## src/design/area_map.svh

```systemverilog
// address map, field positions, resets and timing counts for the area decoder
`ifndef AREA_MAP_SVH
`define AREA_MAP_SVH

`define AREA_COUNT        9
`define AREA_SIZE_MB      64
`define AREA_IDX_LSB      26
`define AREA_IDX_MSB      28
`define UNCACHE_BIT       29
`define AREA8_BASE_TOP    2'h1
`define WIN_TOP_CS        3'h0
`define WIN_TOP_UC        3'h1

`define REG_CTRL          12'h000
`define REG_STATUS        12'h004
`define REG_REFRESH       12'h008
`define REG_BUS_REQUEST_IN          12'h00C
`define REG_AREA_BASE     12'h040
`define REG_AREA_LAST     12'h060

`define F_WIDTH_LSB       0
`define F_TYPE_LSB        2
`define F_RWAIT_LSB       8
`define F_WWAIT_LSB       12
`define F_IDLE_LSB        16

`define AREA_CFG_RESET    32'h00000000
`define CTRL_RESET        32'h00000000
`define REFRESH_RESET     32'h00000000

`define WIDTH_8           2'h1
`define WIDTH_16          2'h2
`define WIDTH_32          2'h3

`define RELEASE_NS        8
`define RELEASE_CYC       ((`RELEASE_NS + 3) / 4)

`endif

```

## src/design/area_pkg.sv

```systemverilog
// types shared by the area decoder
package area_pkg;
	typedef enum logic [2:0] {
		MEM_NORMAL   = 3'h0,
		MEM_BYTESEL  = 3'h1,
		MEM_BROM_AS  = 3'h2,
		MEM_BROM_SY  = 3'h3,
		MEM_SDRAM    = 3'h4,
		MEM_MUXED    = 3'h5,
		MEM_MUXBURST = 3'h6,
		MEM_CARD     = 3'h7
	} mem_type_t;

	typedef enum logic [2:0] {
		ARB_OWN     = 3'b001,
		ARB_RELEASE = 3'b010,
		ARB_GRANTED = 3'b100
	} arb_state_t;
endpackage : area_pkg

```

## src/design/external_area_decoder.sv

```systemverilog
// external area decoder: chip select, cacheability, widths, lanes, arbitration
// Functional notes
// - areas 0-7 span 64 MB each, area eight spans 1 GB
// - areas 0-7 cacheable when A29 low
// - area eight always uncacheable
// - uncached alias slices from 0x20000000 upward
// - synchronous burst ROM only in area 0
// - SDRAM allowed only in areas 2 and 3
// - area 6 and 5 card/muxed type limits
// - width per area: 8, 16, 32
// - straps set area zero width at reset
// - area zero width fixed after reset
// - areas 1-8 start at area 0 width
// - separate read and write wait per area
// - five independent idle-cycle cases
// - refresh burst count 1,2,4,6,8
// - compare match raises interrupt request
// - byte strobes mark written lanes; byte-select type marks read lanes too
// - strobes are data masks for SDRAM
// - card mode selects per byte lane
// - card mode strobes become I/O, mem strobes
// - top strobe is address hold, muxed
// - request released resources, then grant
// - pending refresh shown while released
//
// Chosen here: register access over AHB-Lite and the register offsets.
`timescale 1ns/1ps
`include "area_map.svh"
module external_area_decoder (
	input  wire logic        I_CLK,
	input  wire logic        I_RST_N,
	input  wire logic        i_HSEL,
	input  wire logic [31:0] i_HADDR,
	input  wire logic [1:0]  i_HTRANS,
	input  wire logic        i_HWRITE,
	input  wire logic [2:0]  i_HSIZE,
	input  wire logic [31:0] i_HWDATA,
	input  wire logic        i_HREADY,
	output logic      [31:0] o_HRDATA,
	output logic             o_HREADYOUT,
	output logic             o_HRESP,
	input  wire logic        i_CPU_REQ,
	input  wire logic [31:0] i_CPU_ADDR,
	input  wire logic        i_CPU_WRITE,
	input  wire logic [3:0]  i_CPU_LANES,
	input  wire logic        i_REFRESH_TICK,
	input  wire logic        i_WIDTH_STRAP_HI,
	input  wire logic        i_WIDTH_STRAP_LO,
	input  wire logic        i_BUS_REQUEST_IN,
	output logic             o_BUS_GRANT,
	output logic             o_REFRESH_REQUEST_OUT,
	output logic             o_CYCLE_START_N,
	output logic      [8:0]  o_AREA_SELECT_N,
	output logic             o_CARD_HI_SELECT_A,
	output logic             o_CARD_HI_SELECT_B,
	output logic      [3:0]  o_LANE_STROBE,
	output logic             o_CACHEABLE,
	output logic      [1:0]  o_CYCLE_WIDTH,
	output logic      [3:0]  o_CYCLE_WAIT,
	output logic      [2:0]  o_CYCLE_IDLE,
	output logic      [3:0]  o_REFRESH_BURST,
	output logic             o_REFRESH_IRQ
);
	// area configuration words: width, type, read wait, write wait, idle
	logic [31:0] area_cfg_reg [`AREA_COUNT];
	logic [31:0] ctrl_reg;
	logic [31:0] refresh_reg;
	logic [7:0]  refresh_count_reg;
	logic        refresh_irq_reg;
	logic        refresh_pend_reg;
	logic [1:0]  width0_reg;
	logic        strap_done_reg;
	logic [1:0]  strap_hi_sync_reg;
	logic [1:0]  strap_lo_sync_reg;
	logic [1:0]  bus_request_in_sync_reg;
	logic        dp_valid_reg;
	logic        dp_write_reg;
	logic [11:0] dp_addr_reg;
	area_pkg::arb_state_t arb_reg;
	logic [1:0]  release_cnt_reg;
	logic        last_write_reg;
	logic [3:0]  last_area_reg;
	logic        had_cycle_reg;

	// strap and bus request pins come from outside; two flops each
	always_ff @(posedge I_CLK) begin
		strap_hi_sync_reg <= {strap_hi_sync_reg[0], i_WIDTH_STRAP_HI};
		strap_lo_sync_reg <= {strap_lo_sync_reg[0], i_WIDTH_STRAP_LO};
		bus_request_in_sync_reg     <= {bus_request_in_sync_reg[0], i_BUS_REQUEST_IN};
	end

	// decoded strap width; areas 1-8 load it at the same edge as area 0
	logic [1:0]  strap_width;
	always_comb begin
		unique case ({strap_hi_sync_reg[1], strap_lo_sync_reg[1]})
			2'b11:   strap_width = `WIDTH_32;
			2'b10:   strap_width = `WIDTH_16;
			2'b01:   strap_width = `WIDTH_8;
			default: strap_width = `WIDTH_32;
		endcase
	end

	// straps caught once after reset release, never altered after
	always_ff @(posedge I_CLK) begin
		if (!I_RST_N) begin
			strap_done_reg <= 1'b0;
			width0_reg     <= `WIDTH_32;
		end else if (!strap_done_reg) begin
			strap_done_reg <= 1'b1;
			width0_reg     <= strap_width;
		end
	end

	// ahb-lite slave: zero wait states, always OKAY
	wire ahb_go = i_HSEL && i_HREADY && i_HTRANS[1];
	always_ff @(posedge I_CLK) begin
		if (!I_RST_N) begin
			dp_valid_reg <= 1'b0;
			dp_write_reg <= 1'b0;
			dp_addr_reg  <= 12'h000;
		end else begin
			dp_valid_reg <= ahb_go;
			dp_write_reg <= i_HWRITE;
			dp_addr_reg  <= i_HADDR[11:0];
		end
	end
	assign o_HREADYOUT = 1'b1;
	assign o_HRESP     = 1'b0;
	wire wr_en = dp_valid_reg && dp_write_reg;
	wire rd_go = ahb_go && !i_HWRITE;

	function automatic logic [31:0] legal_cfg(input logic [3:0] idx,
	                                          input logic [31:0] d);
		logic [31:0] r;
		logic [2:0]  t;
		r = d;
		t = d[`F_TYPE_LSB +: 3];
		unique case (area_pkg::mem_type_t'(t))
			area_pkg::MEM_BROM_SY:  if (idx != 4'h0) t = 3'h0;
			area_pkg::MEM_BROM_AS:
				if (idx != 4'h0 && idx != 4'h4) t = 3'h0;
			area_pkg::MEM_SDRAM:
				if (idx != 4'h2 && idx != 4'h3) t = 3'h0;
			area_pkg::MEM_MUXED:    if (idx != 4'h5) t = 3'h0;
			area_pkg::MEM_MUXBURST: if (idx != 4'h6) t = 3'h0;
			area_pkg::MEM_CARD:
				if (idx != 4'h5 && idx != 4'h6) t = 3'h0;
			default: ;
		endcase
		if (d[1:0] == 2'h0)
			r[1:0] = `WIDTH_32;
		r[`F_TYPE_LSB +: 3] = t;
		return r;
	endfunction : legal_cfg

	genvar g;
	generate
		for (g = 0; g < `AREA_COUNT; g++) begin : g_area
			localparam logic [11:0] OFS = `REG_AREA_BASE + 12'(4 * g);
			always_ff @(posedge I_CLK) begin
				if (!I_RST_N) begin
					area_cfg_reg[g] <= `AREA_CFG_RESET;
				end else if (g != 0 && !strap_done_reg) begin
					area_cfg_reg[g][1:0] <= strap_width;
				end else if (wr_en && dp_addr_reg == OFS) begin
					area_cfg_reg[g] <= legal_cfg(4'(g), i_HWDATA);
				end
			end
		end
	endgenerate

	// area zero width always reads from the strap latch
	function automatic logic [1:0] area_width(input logic [3:0] idx);
		if (idx == 4'h0)
			return width0_reg;
		return area_cfg_reg[idx][1:0];
	endfunction : area_width

	always_ff @(posedge I_CLK) begin
		if (!I_RST_N) begin
			ctrl_reg    <= `CTRL_RESET;
			refresh_reg <= `REFRESH_RESET;
		end else if (wr_en) begin
			if (dp_addr_reg == `REG_CTRL)
				ctrl_reg <= i_HWDATA;
			if (dp_addr_reg == `REG_REFRESH)
				refresh_reg <= i_HWDATA;
		end
	end

	// refresh counter compare; the set wins over a clear in the same cycle
	wire cmp_hit = i_REFRESH_TICK && (refresh_count_reg == refresh_reg[7:0]);
	wire irq_clr = wr_en && dp_addr_reg == `REG_STATUS && i_HWDATA[0];
	always_ff @(posedge I_CLK) begin
		if (!I_RST_N) begin
			refresh_count_reg <= 8'h00;
			refresh_irq_reg   <= 1'b0;
			refresh_pend_reg  <= 1'b0;
		end else begin
			if (cmp_hit)
				refresh_count_reg <= 8'h00;
			else if (i_REFRESH_TICK)
				refresh_count_reg <= refresh_count_reg + 8'h01;
			if (cmp_hit)
				refresh_irq_reg <= 1'b1;
			else if (irq_clr)
				refresh_irq_reg <= 1'b0;
			if (cmp_hit)
				refresh_pend_reg <= 1'b1;
			else if (arb_reg == area_pkg::ARB_OWN)
				refresh_pend_reg <= 1'b0;
		end
	end
	assign o_REFRESH_IRQ = refresh_irq_reg;

	always_comb begin
		unique case (refresh_reg[10:8])
			3'h0:    o_REFRESH_BURST = 4'h1;
			3'h1:    o_REFRESH_BURST = 4'h2;
			3'h2:    o_REFRESH_BURST = 4'h4;
			3'h3:    o_REFRESH_BURST = 4'h6;
			3'h4:    o_REFRESH_BURST = 4'h8;
			default: o_REFRESH_BURST = 4'h1;
		endcase
	end

	// arbitration: drop the bus for a few cycles before granting
	always_ff @(posedge I_CLK) begin
		if (!I_RST_N) begin
			arb_reg         <= area_pkg::ARB_OWN;
			release_cnt_reg <= 2'h0;
		end else begin
			unique case (arb_reg)
				area_pkg::ARB_OWN: if (bus_request_in_sync_reg[1]) begin
					arb_reg         <= area_pkg::ARB_RELEASE;
					release_cnt_reg <= 2'(`RELEASE_CYC);
				end
				area_pkg::ARB_RELEASE: begin
					if (release_cnt_reg == 2'h1)
						arb_reg <= area_pkg::ARB_GRANTED;
					release_cnt_reg <= release_cnt_reg - 2'h1;
				end
				area_pkg::ARB_GRANTED: if (!bus_request_in_sync_reg[1])
					arb_reg <= area_pkg::ARB_OWN;
				default: arb_reg <= area_pkg::ARB_OWN;
			endcase
		end
	end
	wire bus_ours = arb_reg == area_pkg::ARB_OWN;
	assign o_BUS_GRANT = arb_reg == area_pkg::ARB_GRANTED;
	assign o_REFRESH_REQUEST_OUT = o_BUS_GRANT && refresh_pend_reg;

	// address decode
	logic       hit;
	logic [3:0] area;
	logic       cacheable;
	always_comb begin
		hit       = 1'b0;
		area      = 4'h0;
		cacheable = 1'b0;
		if (i_CPU_ADDR[31:30] == `AREA8_BASE_TOP) begin
			hit  = 1'b1;
			area = 4'h8;
		end else if (i_CPU_ADDR[31:30] == 2'h0) begin
			hit  = 1'b1;
			area = {1'b0, i_CPU_ADDR[`AREA_IDX_MSB:`AREA_IDX_LSB]};
			cacheable = !i_CPU_ADDR[`UNCACHE_BIT];
		end
	end
	wire go = i_CPU_REQ && hit && bus_ours;

	logic [31:0] cfg;
	area_pkg::mem_type_t mtype;
	always_comb begin
		cfg   = area_cfg_reg[area];
		mtype = area_pkg::mem_type_t'(cfg[`F_TYPE_LSB +: 3]);
	end
	wire card = mtype == area_pkg::MEM_CARD;

	// idle choice: rw same, rw diff, rr same, rr diff, after write
	logic [2:0] idle_sel;
	always_comb begin
		if (last_write_reg)
			idle_sel = 3'h4;
		else if (i_CPU_WRITE)
			idle_sel = (area == last_area_reg) ? 3'h0 : 3'h1;
		else
			idle_sel = (area == last_area_reg) ? 3'h2 : 3'h3;
	end

	always_ff @(posedge I_CLK) begin
		if (!I_RST_N) begin
			o_CYCLE_START_N    <= 1'b1;
			o_AREA_SELECT_N    <= 9'h1FF;
			o_CARD_HI_SELECT_A <= 1'b0;
			o_CARD_HI_SELECT_B <= 1'b0;
			o_LANE_STROBE      <= 4'h0;
			o_CACHEABLE        <= 1'b0;
			o_CYCLE_WIDTH      <= `WIDTH_32;
			o_CYCLE_WAIT       <= 4'h0;
			o_CYCLE_IDLE       <= 3'h0;
			last_write_reg     <= 1'b0;
			last_area_reg      <= 4'h0;
			had_cycle_reg      <= 1'b0;
		end else begin
			o_CYCLE_START_N    <= !go;
			o_AREA_SELECT_N    <= 9'h1FF;
			o_CARD_HI_SELECT_A <= 1'b0;
			o_CARD_HI_SELECT_B <= 1'b0;
			o_LANE_STROBE      <= 4'h0;
			if (go) begin
				o_AREA_SELECT_N[area] <= card && !i_CPU_LANES[0];
				o_CACHEABLE   <= cacheable;
				o_CYCLE_WIDTH <= area_width(area);
				o_CYCLE_WAIT  <= i_CPU_WRITE ? cfg[`F_WWAIT_LSB +: 4]
				                             : cfg[`F_RWAIT_LSB +: 4];
				o_CYCLE_IDLE  <= had_cycle_reg
					? cfg[`F_IDLE_LSB + 3 * idle_sel +: 3] : 3'h0;
				last_write_reg <= i_CPU_WRITE;
				last_area_reg  <= area;
				had_cycle_reg  <= 1'b1;
				if (card) begin
					o_CARD_HI_SELECT_A <= area == 4'h5 && i_CPU_LANES[1];
					o_CARD_HI_SELECT_B <= area == 4'h6 && i_CPU_LANES[1];
					o_LANE_STROBE <= {ctrl_reg[0] && i_CPU_WRITE,
					                  ctrl_reg[0] && !i_CPU_WRITE,
					                  !ctrl_reg[0] && i_CPU_WRITE,
					                  1'b0};
				end else if (mtype == area_pkg::MEM_SDRAM)
					o_LANE_STROBE <= ~i_CPU_LANES;
				else if (mtype == area_pkg::MEM_MUXED ||
				         mtype == area_pkg::MEM_MUXBURST)
					o_LANE_STROBE <= {1'b1,
					                  i_CPU_LANES[2:0] & {3{i_CPU_WRITE}}};
				else if (mtype == area_pkg::MEM_BYTESEL)
					o_LANE_STROBE <= i_CPU_LANES;
				else
					o_LANE_STROBE <= i_CPU_LANES & {4{i_CPU_WRITE}};
			end
		end
	end

	// register read data
	always_ff @(posedge I_CLK) begin
		if (!I_RST_N)
			o_HRDATA <= 32'h00000000;
		else if (rd_go) begin
			unique case (i_HADDR[11:0])
				`REG_CTRL:    o_HRDATA <= ctrl_reg;
				`REG_STATUS:  o_HRDATA <= {28'h0000000, o_BUS_GRANT,
				                           refresh_pend_reg, 1'b0,
				                           refresh_irq_reg};
				`REG_REFRESH: o_HRDATA <= {refresh_reg[31:16],
				                           refresh_count_reg,
				                           refresh_reg[7:0]};
				default: begin
					o_HRDATA <= 32'h00000000;
					for (int k = 0; k < `AREA_COUNT; k++)
						if (i_HADDR[11:0] == `REG_AREA_BASE + 12'(4 * k))
							o_HRDATA <= {area_cfg_reg[k][31:2],
							             area_width(4'(k))};
				end
			endcase
		end
	end

	chk_no_sel_outside: assert property (@(posedge I_CLK) disable iff (!I_RST_N)
		i_CPU_REQ && !hit |=> o_AREA_SELECT_N == 9'h1FF && o_CYCLE_START_N)
		else $error("select asserted outside windows");
	chk_area8_uncached: assert property (@(posedge I_CLK) disable iff (!I_RST_N)
		go && area == 4'h8 |=> !o_CACHEABLE)
		else $error("area eight cacheable");
	chk_a29_cache: assert property (@(posedge I_CLK) disable iff (!I_RST_N)
		go && area != 4'h8 |=> o_CACHEABLE == !$past(i_CPU_ADDR[29]))
		else $error("cacheability does not follow A29");
	chk_area_index: assert property (@(posedge I_CLK) disable iff (!I_RST_N)
		go && area != 4'h8 && !card |=>
		!o_AREA_SELECT_N[$past(i_CPU_ADDR[28:26])])
		else $error("wrong area select");
	chk_width0_fixed: assert property (@(posedge I_CLK) disable iff (!I_RST_N)
		strap_done_reg |=> $stable(width0_reg))
		else $error("area zero width changed");
	chk_grant_after_rel: assert property (@(posedge I_CLK) disable iff (!I_RST_N)
		$rose(o_BUS_GRANT) |-> $past(arb_reg) == area_pkg::ARB_RELEASE)
		else $error("grant without release");
	chk_no_cycle_grant: assert property (@(posedge I_CLK) disable iff (!I_RST_N)
		o_BUS_GRANT |=> o_CYCLE_START_N)
		else $error("cycle while bus granted");
	chk_irq_on_match: assert property (@(posedge I_CLK) disable iff (!I_RST_N)
		cmp_hit |=> o_REFRESH_IRQ)
		else $error("compare match without irq");
	chk_refresh_request_out: assert property (@(posedge I_CLK) disable iff (!I_RST_N)
		o_REFRESH_REQUEST_OUT |-> o_BUS_GRANT ##0 refresh_pend_reg)
		else $error("refresh request outside release");
	chk_sdram_only23: assert property (@(posedge I_CLK) disable iff (!I_RST_N)
		area_cfg_reg[1][4:2] != 3'h4 && area_cfg_reg[7][4:2] != 3'h4)
		else $error("sdram type in wrong area");
	cov_grant: cover property (@(posedge I_CLK) $rose(o_BUS_GRANT));
	cov_card: cover property (@(posedge I_CLK) go && card);
	cov_irq: cover property (@(posedge I_CLK) $rose(o_REFRESH_IRQ));
endmodule : external_area_decoder

```

## config.mk

```make
export PLATFORM = sky130hd
export DESIGN_NAME = external_area_decoder
export DESIGN_NICKNAME = d
export VERILOG_FILES = /design/src/design/area_pkg.sv /design/src/design/external_area_decoder.sv
export VERILOG_INCLUDE_DIRS = /design/src /design/src/design
export SDC_FILE = /design/constraint.sdc
export NUM_CORES = 1
export LEC_CHECK = 0
export BUFFER_PORTS_ARGS = -buffer_cell sky130_fd_sc_hd__buf_2
export CORE_MARGIN = 4
export CORE_UTILIZATION = 44
export CTS_CLUSTER_SIZE = 8
export DETAILED_ROUTE_END_ITERATION = 16
export SYNTH_ARGS = -nofsm -noshare
export SYNTH_HDL_FRONTEND = slang
export SYNTH_SLANG_ARGS = --single-unit
```

## constraint.sdc

```tcl
create_clock -name I_CLK -period 6.13 [get_ports I_CLK]
set_clock_uncertainty 0.05 [all_clocks]
set_input_delay 0.3065 -clock I_CLK [delete_from_list [all_inputs] [get_ports I_CLK]]
set_output_delay 0.3065 -clock I_CLK [all_outputs]
set_load 0.005 [all_outputs]
```

Yosys cells after proc, flatten, opt, wreduce, memory -nomap -nowiden
Memory sizes are Yosys's and may differ from the RTL's.
Index checks and enable logic that the tools add are counted.
{"block": "op_classes", "add_sub_neg": 3, "multipliers": 1, "order_cmp": 2, "n_eq_ne": 51, "shifts": 1, "mux": 174, "bitwise_logic": 32, "reduce_logical": 56}
{"operator": "$mux 32", "n": 10}
{"operator": "$mux 30", "n": 8}
{"operator": "$eq 12x7->1 const B", "n": 18}
{"operator": "$mux 3", "n": 38}
{"operator": "$mux 2", "n": 48}
{"operator": "$pmux 32 s3", "n": 1}
{"operator": "$mux 1", "n": 58}
{"operator": "$shiftx 32x7->3", "n": 1}
{"operator": "$eq 3x3->1 const B", "n": 10}
{"operator": "$logic_and 1x1->1", "n": 26}
{"operator": "$or 1x1->1", "n": 25}
{"operator": "$eq 12x3->1 const B", "n": 2}
{"operator": "$eq 12x4->1 const B", "n": 2}
{"operator": "$logic_not 12->1", "n": 2}
{"operator": "$mux 4", "n": 6}
{"operator": "$pmux 4 s4", "n": 1}
{"operator": "$eq 3x2->1 const B", "n": 5}
{"operator": "$reduce_or 4->1", "n": 3}
{"operator": "$reduce_or 5->1", "n": 2}
{"operator": "$eq 3x1->1 const B", "n": 3}
{"operator": "$not 9->9", "n": 1}
{"operator": "$or 9x9->9", "n": 1}
{"operator": "$pmux 3 s3", "n": 1}
{"operator": "$add 8x1->8 const B", "n": 1}
{"operator": "other kinds (27)", "n": 47}
{"block": "word_totals", "regBits": 166, "ramBits": 288, "in_bits": 116, "out_inout_bits": 67, "wordCells": 350, "n_memories": 1}
{"memory": "area_cfg_reg", "depth": 9, "width": 32, "read_ports": 10, "rd_clocked_by_memory_dff": 0, "write_ports": 9, "line_no": "external_area_decoder.sv:65", "source": "logic [31:0] area_cfg_reg [`AREA_COUNT];"}

Longest topological paths before layout
Gate-level depths: netlist of run 1.
{"block": "logic_depth", "word_depth": 16, "ltp_mapped": 11, "mapped_depth_nobuf": 7}

Worst setup path before layout of run 1
Ideal clock, no wire load.
{"block": "synth_timing", "kind": "flip-flop to flip-flop", "start": "register dp_addr_reg[1]", "end": "memory area_cfg_reg[0][10] (enable)", "setup_time_ns": 0.459, "arrival_time_ns": 3.162, "required_ns": 5.621, "slack_ns": 2.459, "stages_incl_launch_ff": 4, "path_buffers": 0, "period_less_slack_ns": 3.671, "cell_sequence": "dfxtp_1 -> nor4_1 -> nand4_1 -> o21ai_0"}
{"item": "start, declared", "line_no": "external_area_decoder.sv:78", "source": "logic [11:0] dp_addr_reg;"}
{"item": "start signal, assigned", "line_no": "external_area_decoder.sv:124", "source": "dp_addr_reg <= i_HADDR[11:0];"}
{"item": "end, declared", "line_no": "external_area_decoder.sv:65"}

Worst setup path in the final report of run 1
{"block": "layout_timing", "start": "input i_HADDR[9]", "end": "register o_HRDATA[8]"}
{"block": "layout_via", "elab_chain_len": 11, "word_cells_on_any_way": 22, "cone_classes": "eq/ne: 11; mux: 10; reduce/logical: 1"}
{"item": "start, declared", "line_no": "external_area_decoder.sv:33", "source": "input wire logic [31:0] i_HADDR,"}
{"item": "$eq 12x7->1", "line_no": "external_area_decoder.sv:359", "source": "if (i_HADDR[11:0] == `REG_AREA_BASE + 12'(4 * k))"}
{"item": "$mux 32 (9 in series)", "line_no": "external_area_decoder.sv:359"}
{"item": "$pmux 32 s3 (*)", "line_no": "external_area_decoder.sv:348", "source": "unique case (i_HADDR[11:0])"}
{"item": "end signal, assigned", "line_no": "external_area_decoder.sv:349", "source": "`REG_CTRL: o_HRDATA <= ctrl_reg;"}
{"item": "end signal, assigned", "line_no": "external_area_decoder.sv:350", "source": "`REG_STATUS: o_HRDATA <= {28'h0000000, o_BUS_GRANT,"}
{"item": "end signal, assigned", "line_no": "external_area_decoder.sv:360", "source": "o_HRDATA <= {area_cfg_reg[k][31:2],"}
{"item": "end, declared", "line_no": "external_area_decoder.sv:39", "source": "output logic [31:0] o_HRDATA,"}
Every way passes the cells marked *; elsewhere a longest branch is shown, timed or not.
A chain may end at the register's enable or synchronous reset.

==> flow_metrics.py, run 1 <==
metrics = {
    "place": {
        "gp_congestion": 0.894,
        "dp_hpwl_um": 47000,
        "post-place-ws_ns": 2.56,
        "io_buffer_count": 130,
    },
    "routing": {
        "vias": 18300,
        "routed_wl_um": 79400,
        "wl_per_cell_um": 28.1,
        "drt_first_iter_violations": 2247,
        "avgViaCountPerCell": 6.46,
        "drc": 0,
        "dr.pass1.iters": 6,
        "ant_nets": 0,
    },
    "floorplanning": {
        "ios": 183,
        "dieWidth_um": 229,
        "rows": 80,
        "die_area_um2": 52500,
        "initial_utilization": 0.448,
        "die_h_um": 229,
        "core_um2": 48000,
    },
    "clocking": {
        "insertion_delay_ns": 0.62,
        "cts_resized": 0,
        "postCtsHoldBufs": 46,
        "cts-root-buf": "clkbuf_16",
        "cts_tree": "built",
        "htree_num_levels": 2,
        "cts-buffers-inserted": 61,
        "clockBufferDepth": 3,
        "clock_sinks": 447,
        "postCtsSetupBuffers": 0,
        "clk_pin_slew_ns": 0.05,
    },
    "critical_path": {
        "start_kind": "primary input",
        "slowest_stage": "nor3_4",
        "reg2reg_from": "dp_addr_reg[9]",
        "path_max_fanout": 15,
        "r2r-end": "area_cfg_reg[1][1]",
        "cp_num_buf_inv": 3,
        "r2r_cells": 7,
        "crit_chain": "dlygate4sd3_1 > buf_2 > nor2_1 > nand3_1 > nor3_4 > buf_4 > a22oi_1 > nand2_1 > o211ai_1 > a21oi_1",
        "cp-end-kind": "flop",
        "arrival_ns": 3.85,
        "max_stage_delay_ns": 0.96,
        "regToRegSetupSlack_ns": 3.08,
        "crit_family": "simple AND/OR/NAND/NOR gates",
        "crit_type": "primary input to flop",
        "required_ns": 6.62,
    },
    "synth": {
        "ys_types": 80,
        "synth_flop_cell": "edfxtp_1",
        "synth_warnings": 0,
        "ys_seq_elements": 447,
        "async_reset_ff_frac": 0,
        "ys_seq_area_frac": 0.549,
        "synth_xor_xnor_area_share": 0.00732,
        "synth_edf_count": 286,
        "synth_area_per_cell_um2": 10.4,
        "synth_top_family_by_area": "simple AND/OR/NAND/NOR gates",
        "synth_mux_area_frac": 0.0602,
        "synth_area_um2": 21500,
        "syn_inst": 2077,
        "synthSimpleGateAreaFrac": 0.178,
        "synthAdderAreaFrac": 0.00116,
        "synth_compound_area_frac": 0.161,
    },
    "worst_hold_path": {
        "hold_path.startpoint": "i_HWDATA[26]",
        "hold_depth": 3,
        "hp-class": "primary input to flop",
        "hold_end": "refresh_reg[26]",
    },
    "sta": {
        "period_needed_ns": 3.36,
        "rsz0062_at_grt": "no",
        "worst_pin_slew_ns": 1.18,
        "finalSetupViolCount": 0,
        "fmax_mhz": 297,
        "slew_headroom": 0.214,
        "finalHoldViolations": 0,
        "fin_ws_ns": 2.77,
        "maxSlewViolCount": 0,
        "finalCritPeriodShare": 0.549,
        "setup_tns_ns": 0,
    },
    "run_status": {
        "status": "completed",
    },
    "finish": {
        "num-nets-final": 2287,
        "largest_reg_flops": 286,
        "area_growth_pct": 15.2,
        "drive_gt1_frac": 0.148,
    },
    "global_route": {
        "grt_max_degree": 102,
        "grtUsageTotal": 0.292,
        "grt_pass1_vias": 17900,
        "overflow": 0,
        "antenna_found_initial": 0,
        "grt_pass1_wl_um": 116000,
    },
    "power_and_ir_drop": {
        "p_per_area_nw_per_um2": 287,
        "irDropWorstVdd_uv": 184,
        "leakagePower_uw": 0.00963,
    },
    "job": {
        "drv_cap": 0,
    },
}
placed cells by master (no fill, tap or decap), types with 19 or more instances in the layout:
cell type | Yosys | final
a221oi_1 | 33 | 33
o21ai_0 | 94 | 92
mux2_2 | 32 | 32
nand3_1 | 21 | 21
nand2_1 | 256 | 256
dlygate4sd3_1 | 0 | 46
o221ai_1 | 47 | 47
nor2_1 | 80 | 73
o211ai_1 | 24 | 24
mux2i_1 | 80 | 80
clkbuf_16 | 0 | 61
and2_1 | 74 | 73
a22oi_1 | 70 | 70
clkbuf_1 | 161 | 41
a21oi_1 | 169 | 168
edfxtp_1 | 286 | 286
o22ai_1 | 32 | 32
and3_1 | 207 | 204
buf_4 | 10 | 53
nor3_1 | 20 | 19
dfxtp_1 | 161 | 161
buf_2 | 26 | 128
routing by layer:
metal	track usage	wire (um)	vias up
met5	0	0	-
li1	-	-	7924
met1	0.390	31200	8980
met2	0.463	36000	1161
met4	0.132	3820	0
met3	0.0573	8300	197
power breakdown:
group,total [uW],switching (uW),internal (uW)
Combinational,598,403,194
Clock,3130,1290,1840
Sequential,3400,71.1,3330
kinds of logic after synthesis:
logic type                 Yosys count
adders and majority gates            2
muxes                              118
buffers and inverters              220
and+or+nand+nor                    739
other                                2
AOI/OAI and AO/OA                  531
xor gates and xnor gates            18
DFF                                447
worst max path at each step:
stage / startpoint / endpoint / slack (ns) / cells after the start
CTS: i_HADDR[11] / o_HRDATA[14] / 2.86 / 10
global placement: i_CPU_ADDR[26] / o_LANE_STROBE[1] / 2.60 / 10
global route: i_HADDR[11] / o_HRDATA[8] / 2.68 / 10
detailed placement: i_CPU_ADDR[26] / o_LANE_STROBE[2] / 2.56 / 10
floorplan: dp_addr_reg[1] / area_cfg_reg[0][10] / 2.46 / 3
finish: i_HADDR[9] / o_HRDATA[8] / 2.77 / 10
final cells by class:
type                            instances  area (um2)
Antenna cell                            1        2.50
Clock buffer                          102        1680
Clock inverter                          3        37.5
Fill cell                            4302       23200
Inverter                               12        45.0
Multi-Input combinational cell       1420        8960
Sequential cell                       447       11800
Tap cell                              615         769
Timing Repair Buffer                  227        1500
worst min-delay path: cells and delay by family:
| family | cells | cell delay (ns) |
|---|---|---|
| buffers and inverters | 1 | 0.19 |
| AO/OA/AOI/OAI | 1 | 0.06 |
| AND/OR/NAND/NOR | 1 | 0.09 |
cells in the mapped netlist, types with 4 or more instances:
| master | number | area, um2 |
|---|---|---|
| o221ai_1 | 47 | 412 |
| o21ai_0 | 94 | 470 |
| a222oi_1 | 4 | 40.0 |
| nor4_1 | 4 | 25.0 |
| buf_4 | 10 | 75.1 |
| clkbuf_1 | 161 | 604 |
| a22oi_1 | 70 | 526 |
| xnor2_1 | 6 | 52.6 |
| a21oi_1 | 169 | 846 |
| mux4_2 | 6 | 135 |
| mux2i_1 | 80 | 801 |
| nor2_1 | 80 | 300 |
| inv_1 | 11 | 41.3 |
| o2111ai_1 | 4 | 35.0 |
| o211ai_1 | 24 | 180 |
| buf_6 | 4 | 45.0 |
| nand3b_1 | 6 | 45.0 |
| nand3_1 | 21 | 105 |
| xor2_1 | 12 | 105 |
| nand4_1 | 8 | 50.1 |
| a31oi_1 | 11 | 68.8 |
| and3_1 | 207 | 1290 |
| a221oi_1 | 33 | 289 |
| nor3_1 | 20 | 100 |
| nand2_1 | 256 | 961 |
| and2_1 | 74 | 463 |
| nor2b_1 | 12 | 75.1 |
| nand2b_1 | 14 | 87.6 |
| dfxtp_1 | 161 | 3220 |
| a211oi_1 | 9 | 67.6 |
| or2_2 | 4 | 25.0 |
| buf_2 | 26 | 130 |
| a2111oi_0 | 5 | 43.8 |
| buf_1 | 7 | 26.3 |
| edfxtp_1 | 286 | 8590 |
| mux2_2 | 32 | 360 |
| o22ai_1 | 32 | 200 |
per-stage QoR:
step	utilization	power, uW	hold slack, ns	instance area, um2	cells
floorplan	-	3770	0.260	21600	2087
global placement	0.471	4000	0.261	22600	2675
detailed placement	0.471	4010	0.264	22600	2675
CTS	0.516	7130	0.000376	24800	2826
global route	0.516	7320	0.0189	24800	2826
finish	0.516	7120	0.0253	24800	2827
Power figures use the tool's default switching activity.
==> run 2: changes to the inputs <==
==> constraint.sdc (replaced) <==
create_clock -name I_CLK -period 2.78 [get_ports I_CLK]
set_clock_uncertainty 0.05 [all_clocks]
set_input_delay 0.139 -clock I_CLK [delete_from_list [all_inputs] [get_ports I_CLK]]
set_output_delay 0.139 -clock I_CLK [all_outputs]
set_load 0.005 [all_outputs]
==> flow_metrics.py, run 2 (synthesis gave the netlist of run 1 again) <==
metrics = {
    "run_status": {
        "status": "completed",
    },
    "sta": {
        "rsz0062_at_grt": "no",
        "setup_tns_ns": 0,
        "finalCritPeriodShare": 0.895,
        "period_needed_ns": 2.49,
        "slew_headroom": 0.467,
        "finalSetupViolCount": 0,
        "fin_ws_ns": 0.291,
        "timing.hold.ws_ns": 0.119,
        "finalHoldViolations": 0,
        "maxSlewViolCount": 0,
        "worst_pin_slew_ns": 0.799,
        "fmax_mhz": 402,
    },
    "clocking": {
        "postCtsSetupBuffers": 0,
        "cts-buffers-inserted": 61,
        "insertion_delay_ns": 0.64,
        "htree_num_levels": 2,
        "clk_pin_slew_ns": 0.05,
        "clockBufferDepth": 3,
        "cts_resized": 0,
        "cts_tree": "built",
        "clock_sinks": 447,
        "cts-root-buf": "clkbuf_16",
    },
    "place": {
        "gp_congestion": 0.949,
        "dp_hpwl_um": 50700,
        "post_dp_cell_area_um2": 23200,
        "io_buffer_count": 130,
        "post-place-ws_ns": 0.265,
    },
    "worst_hold_path": {
        "hp-class": "primary input to flop",
    },
    "finish": {
        "largest_reg_flops": 286,
        "area_growth_pct": 18.6,
        "drive_gt1_frac": 0.161,
        "num-nets-final": 2345,
        "design_area_um2": 25500,
        "antenna_cells": 0,
        "final_common_cell": "edfxtp_1",
        "final_cell_mix": "286 x edfxtp_1, 256 x nand2_1, 207 x and3_1",
    },
    "global_route": {
        "antenna_found_initial": 2,
        "grtUsageTotal": 0.295,
        "grt_max_degree": 142,
        "grt_pass1_vias": 17900,
        "grt_pass1_wl_um": 118000,
        "overflow": 0,
    },
    "power_and_ir_drop": {
        "p_sw_frac": 0.249,
        "p_switching_uw": 3940,
        "combPwrFrac": 0.088,
        "power_uw": 15800,
        "p_int_uw": 11900,
        "p_per_area_nw_per_um2": 620,
        "clkPwrFrac": 0.438,
        "leakagePower_uw": 0.0100,
        "irDropWorstVdd_uv": 444,
        "seq_power_share": 0.474,
    },
    "routing": {
        "drc": 0,
        "ant_nets": 0,
        "met2WireLength_um": 36000,
        "drt_first_iter_violations": 2335,
        "routed_wl_um": 80400,
        "wl_per_cell_um": 27.9,
        "avgViaCountPerCell": 6.36,
        "wirelength_met1_um": 31300,
        "top_layer_used": "met5",
        "dr.pass1.iters": 7,
        "route.met3.wl_um": 8490,
        "vias": 18300,
    },
    "critical_path": {
        "cp-end-kind": "flop",
        "r2r-end": "area_cfg_reg[7][18]",
        "crit_chain": "dlygate4sd3_1 > buf_2 > nor3b_2 > nand2b_1 > nor2_1 > buf_4 > a22oi_1 > nand2_1 > o211ai_1 > a21oi_1",
        "slowest_stage": "dlygate4sd3_1",
        "max_stage_delay_ns": 0.53,
        "r2r_cells": 7,
        "path_max_fanout": 20,
        "reg2reg_from": "dp_addr_reg[9]",
        "crit_start": "i_HADDR[7]",
        "arrival_ns": 2.99,
        "regToRegSetupSlack_ns": 0.33,
        "start_kind": "primary input",
        "required_ns": 3.28,
        "crit_type": "primary input to flop",
        "crit_end": "o_HRDATA[9]",
    },
    "floorplanning": {
        "core_um2": 48000,
        "initial_utilization": 0.448,
        "ios": 183,
        "die_h_um": 229,
        "die_area_um2": 52500,
        "rows": 80,
        "dieWidth_um": 229,
    },
    "job": {
        "drv_cap": 0,
    },
}
-- run 2: changes by cell type in the layout (fill, tap and decap cells not counted), moves of 3 or more --
cell	before	now
buf_12	0	21
and3_1	204	207
and3_2	3	0
dlygate4sd3_1	46	62
buf_4	53	74
nor2_4	3	0
nor2_2	7	10
-- run 2: repair_timing --
item	in CTS	in global routing
hold endpoints to repair	365	0
hold buffers	62	0
endpoints found under the setup margin	0	0
-- run 2: cell type report --
type / instances / area [um2]
well taps: 615 / 769
clock buffers: 103 / 1680
flip-flops and latches: 447 / 11800
inverters: 12 / 45.0
fillers: 4283 / 22500
clock inverters: 3 / 68.8
multi-input cells: 1420 / 8920
repair buffers: 285 / 2240
-- run 2: stage by stage --
stage / cells / util
floorplan: 2087 / -
global placement: 2717 / 0.482
detailed placement: 2717 / 0.482
CTS: 2885 / 0.532
global route: 2885 / 0.532
finish: 2885 / 0.532
-- run 2: critical path, delay by kind of cell --
kind,cells,cell delay (ns)
simple gates,4,1.12
buf+inv,3,1.12
compound gates,3,0.60
-- run 2: power by group through the flow --
stage	combinational [uW]	sequential, uW	clock [uW]
after floorplan	751	7570	0
after global placement	1270	7620	0
after detailed placement	1290	7630	0
after CTS	1360	7500	7010
after global routing	1470	7530	7320
final	1390	7500	6940
-- run 2: routing by layer --
metal,vias up,global-route usage
li1,8035,-
met5,-,0
met4,2,0.149
met2,1165,0.461
met3,230,0.0604
met1,8916,0.392
-- run 2: how the worst min path moves through the flow --
stage	startpoint	to	slack, ns	cells after the start
after detailed placement	i_BUS_REQUEST_IN	bus_request_in_sync_reg[0]	0.20	1
after global routing	i_BUS_REQUEST_IN	bus_request_in_sync_reg[0]	0.11	2
after floorplan	i_BUS_REQUEST_IN	bus_request_in_sync_reg[0]	0.12	0
after global placement	i_BUS_REQUEST_IN	bus_request_in_sync_reg[0]	0.19	1
final	i_BUS_REQUEST_IN	bus_request_in_sync_reg[0]	0.12	2
after CTS	i_BUS_REQUEST_IN	bus_request_in_sync_reg[0]	0.08	2
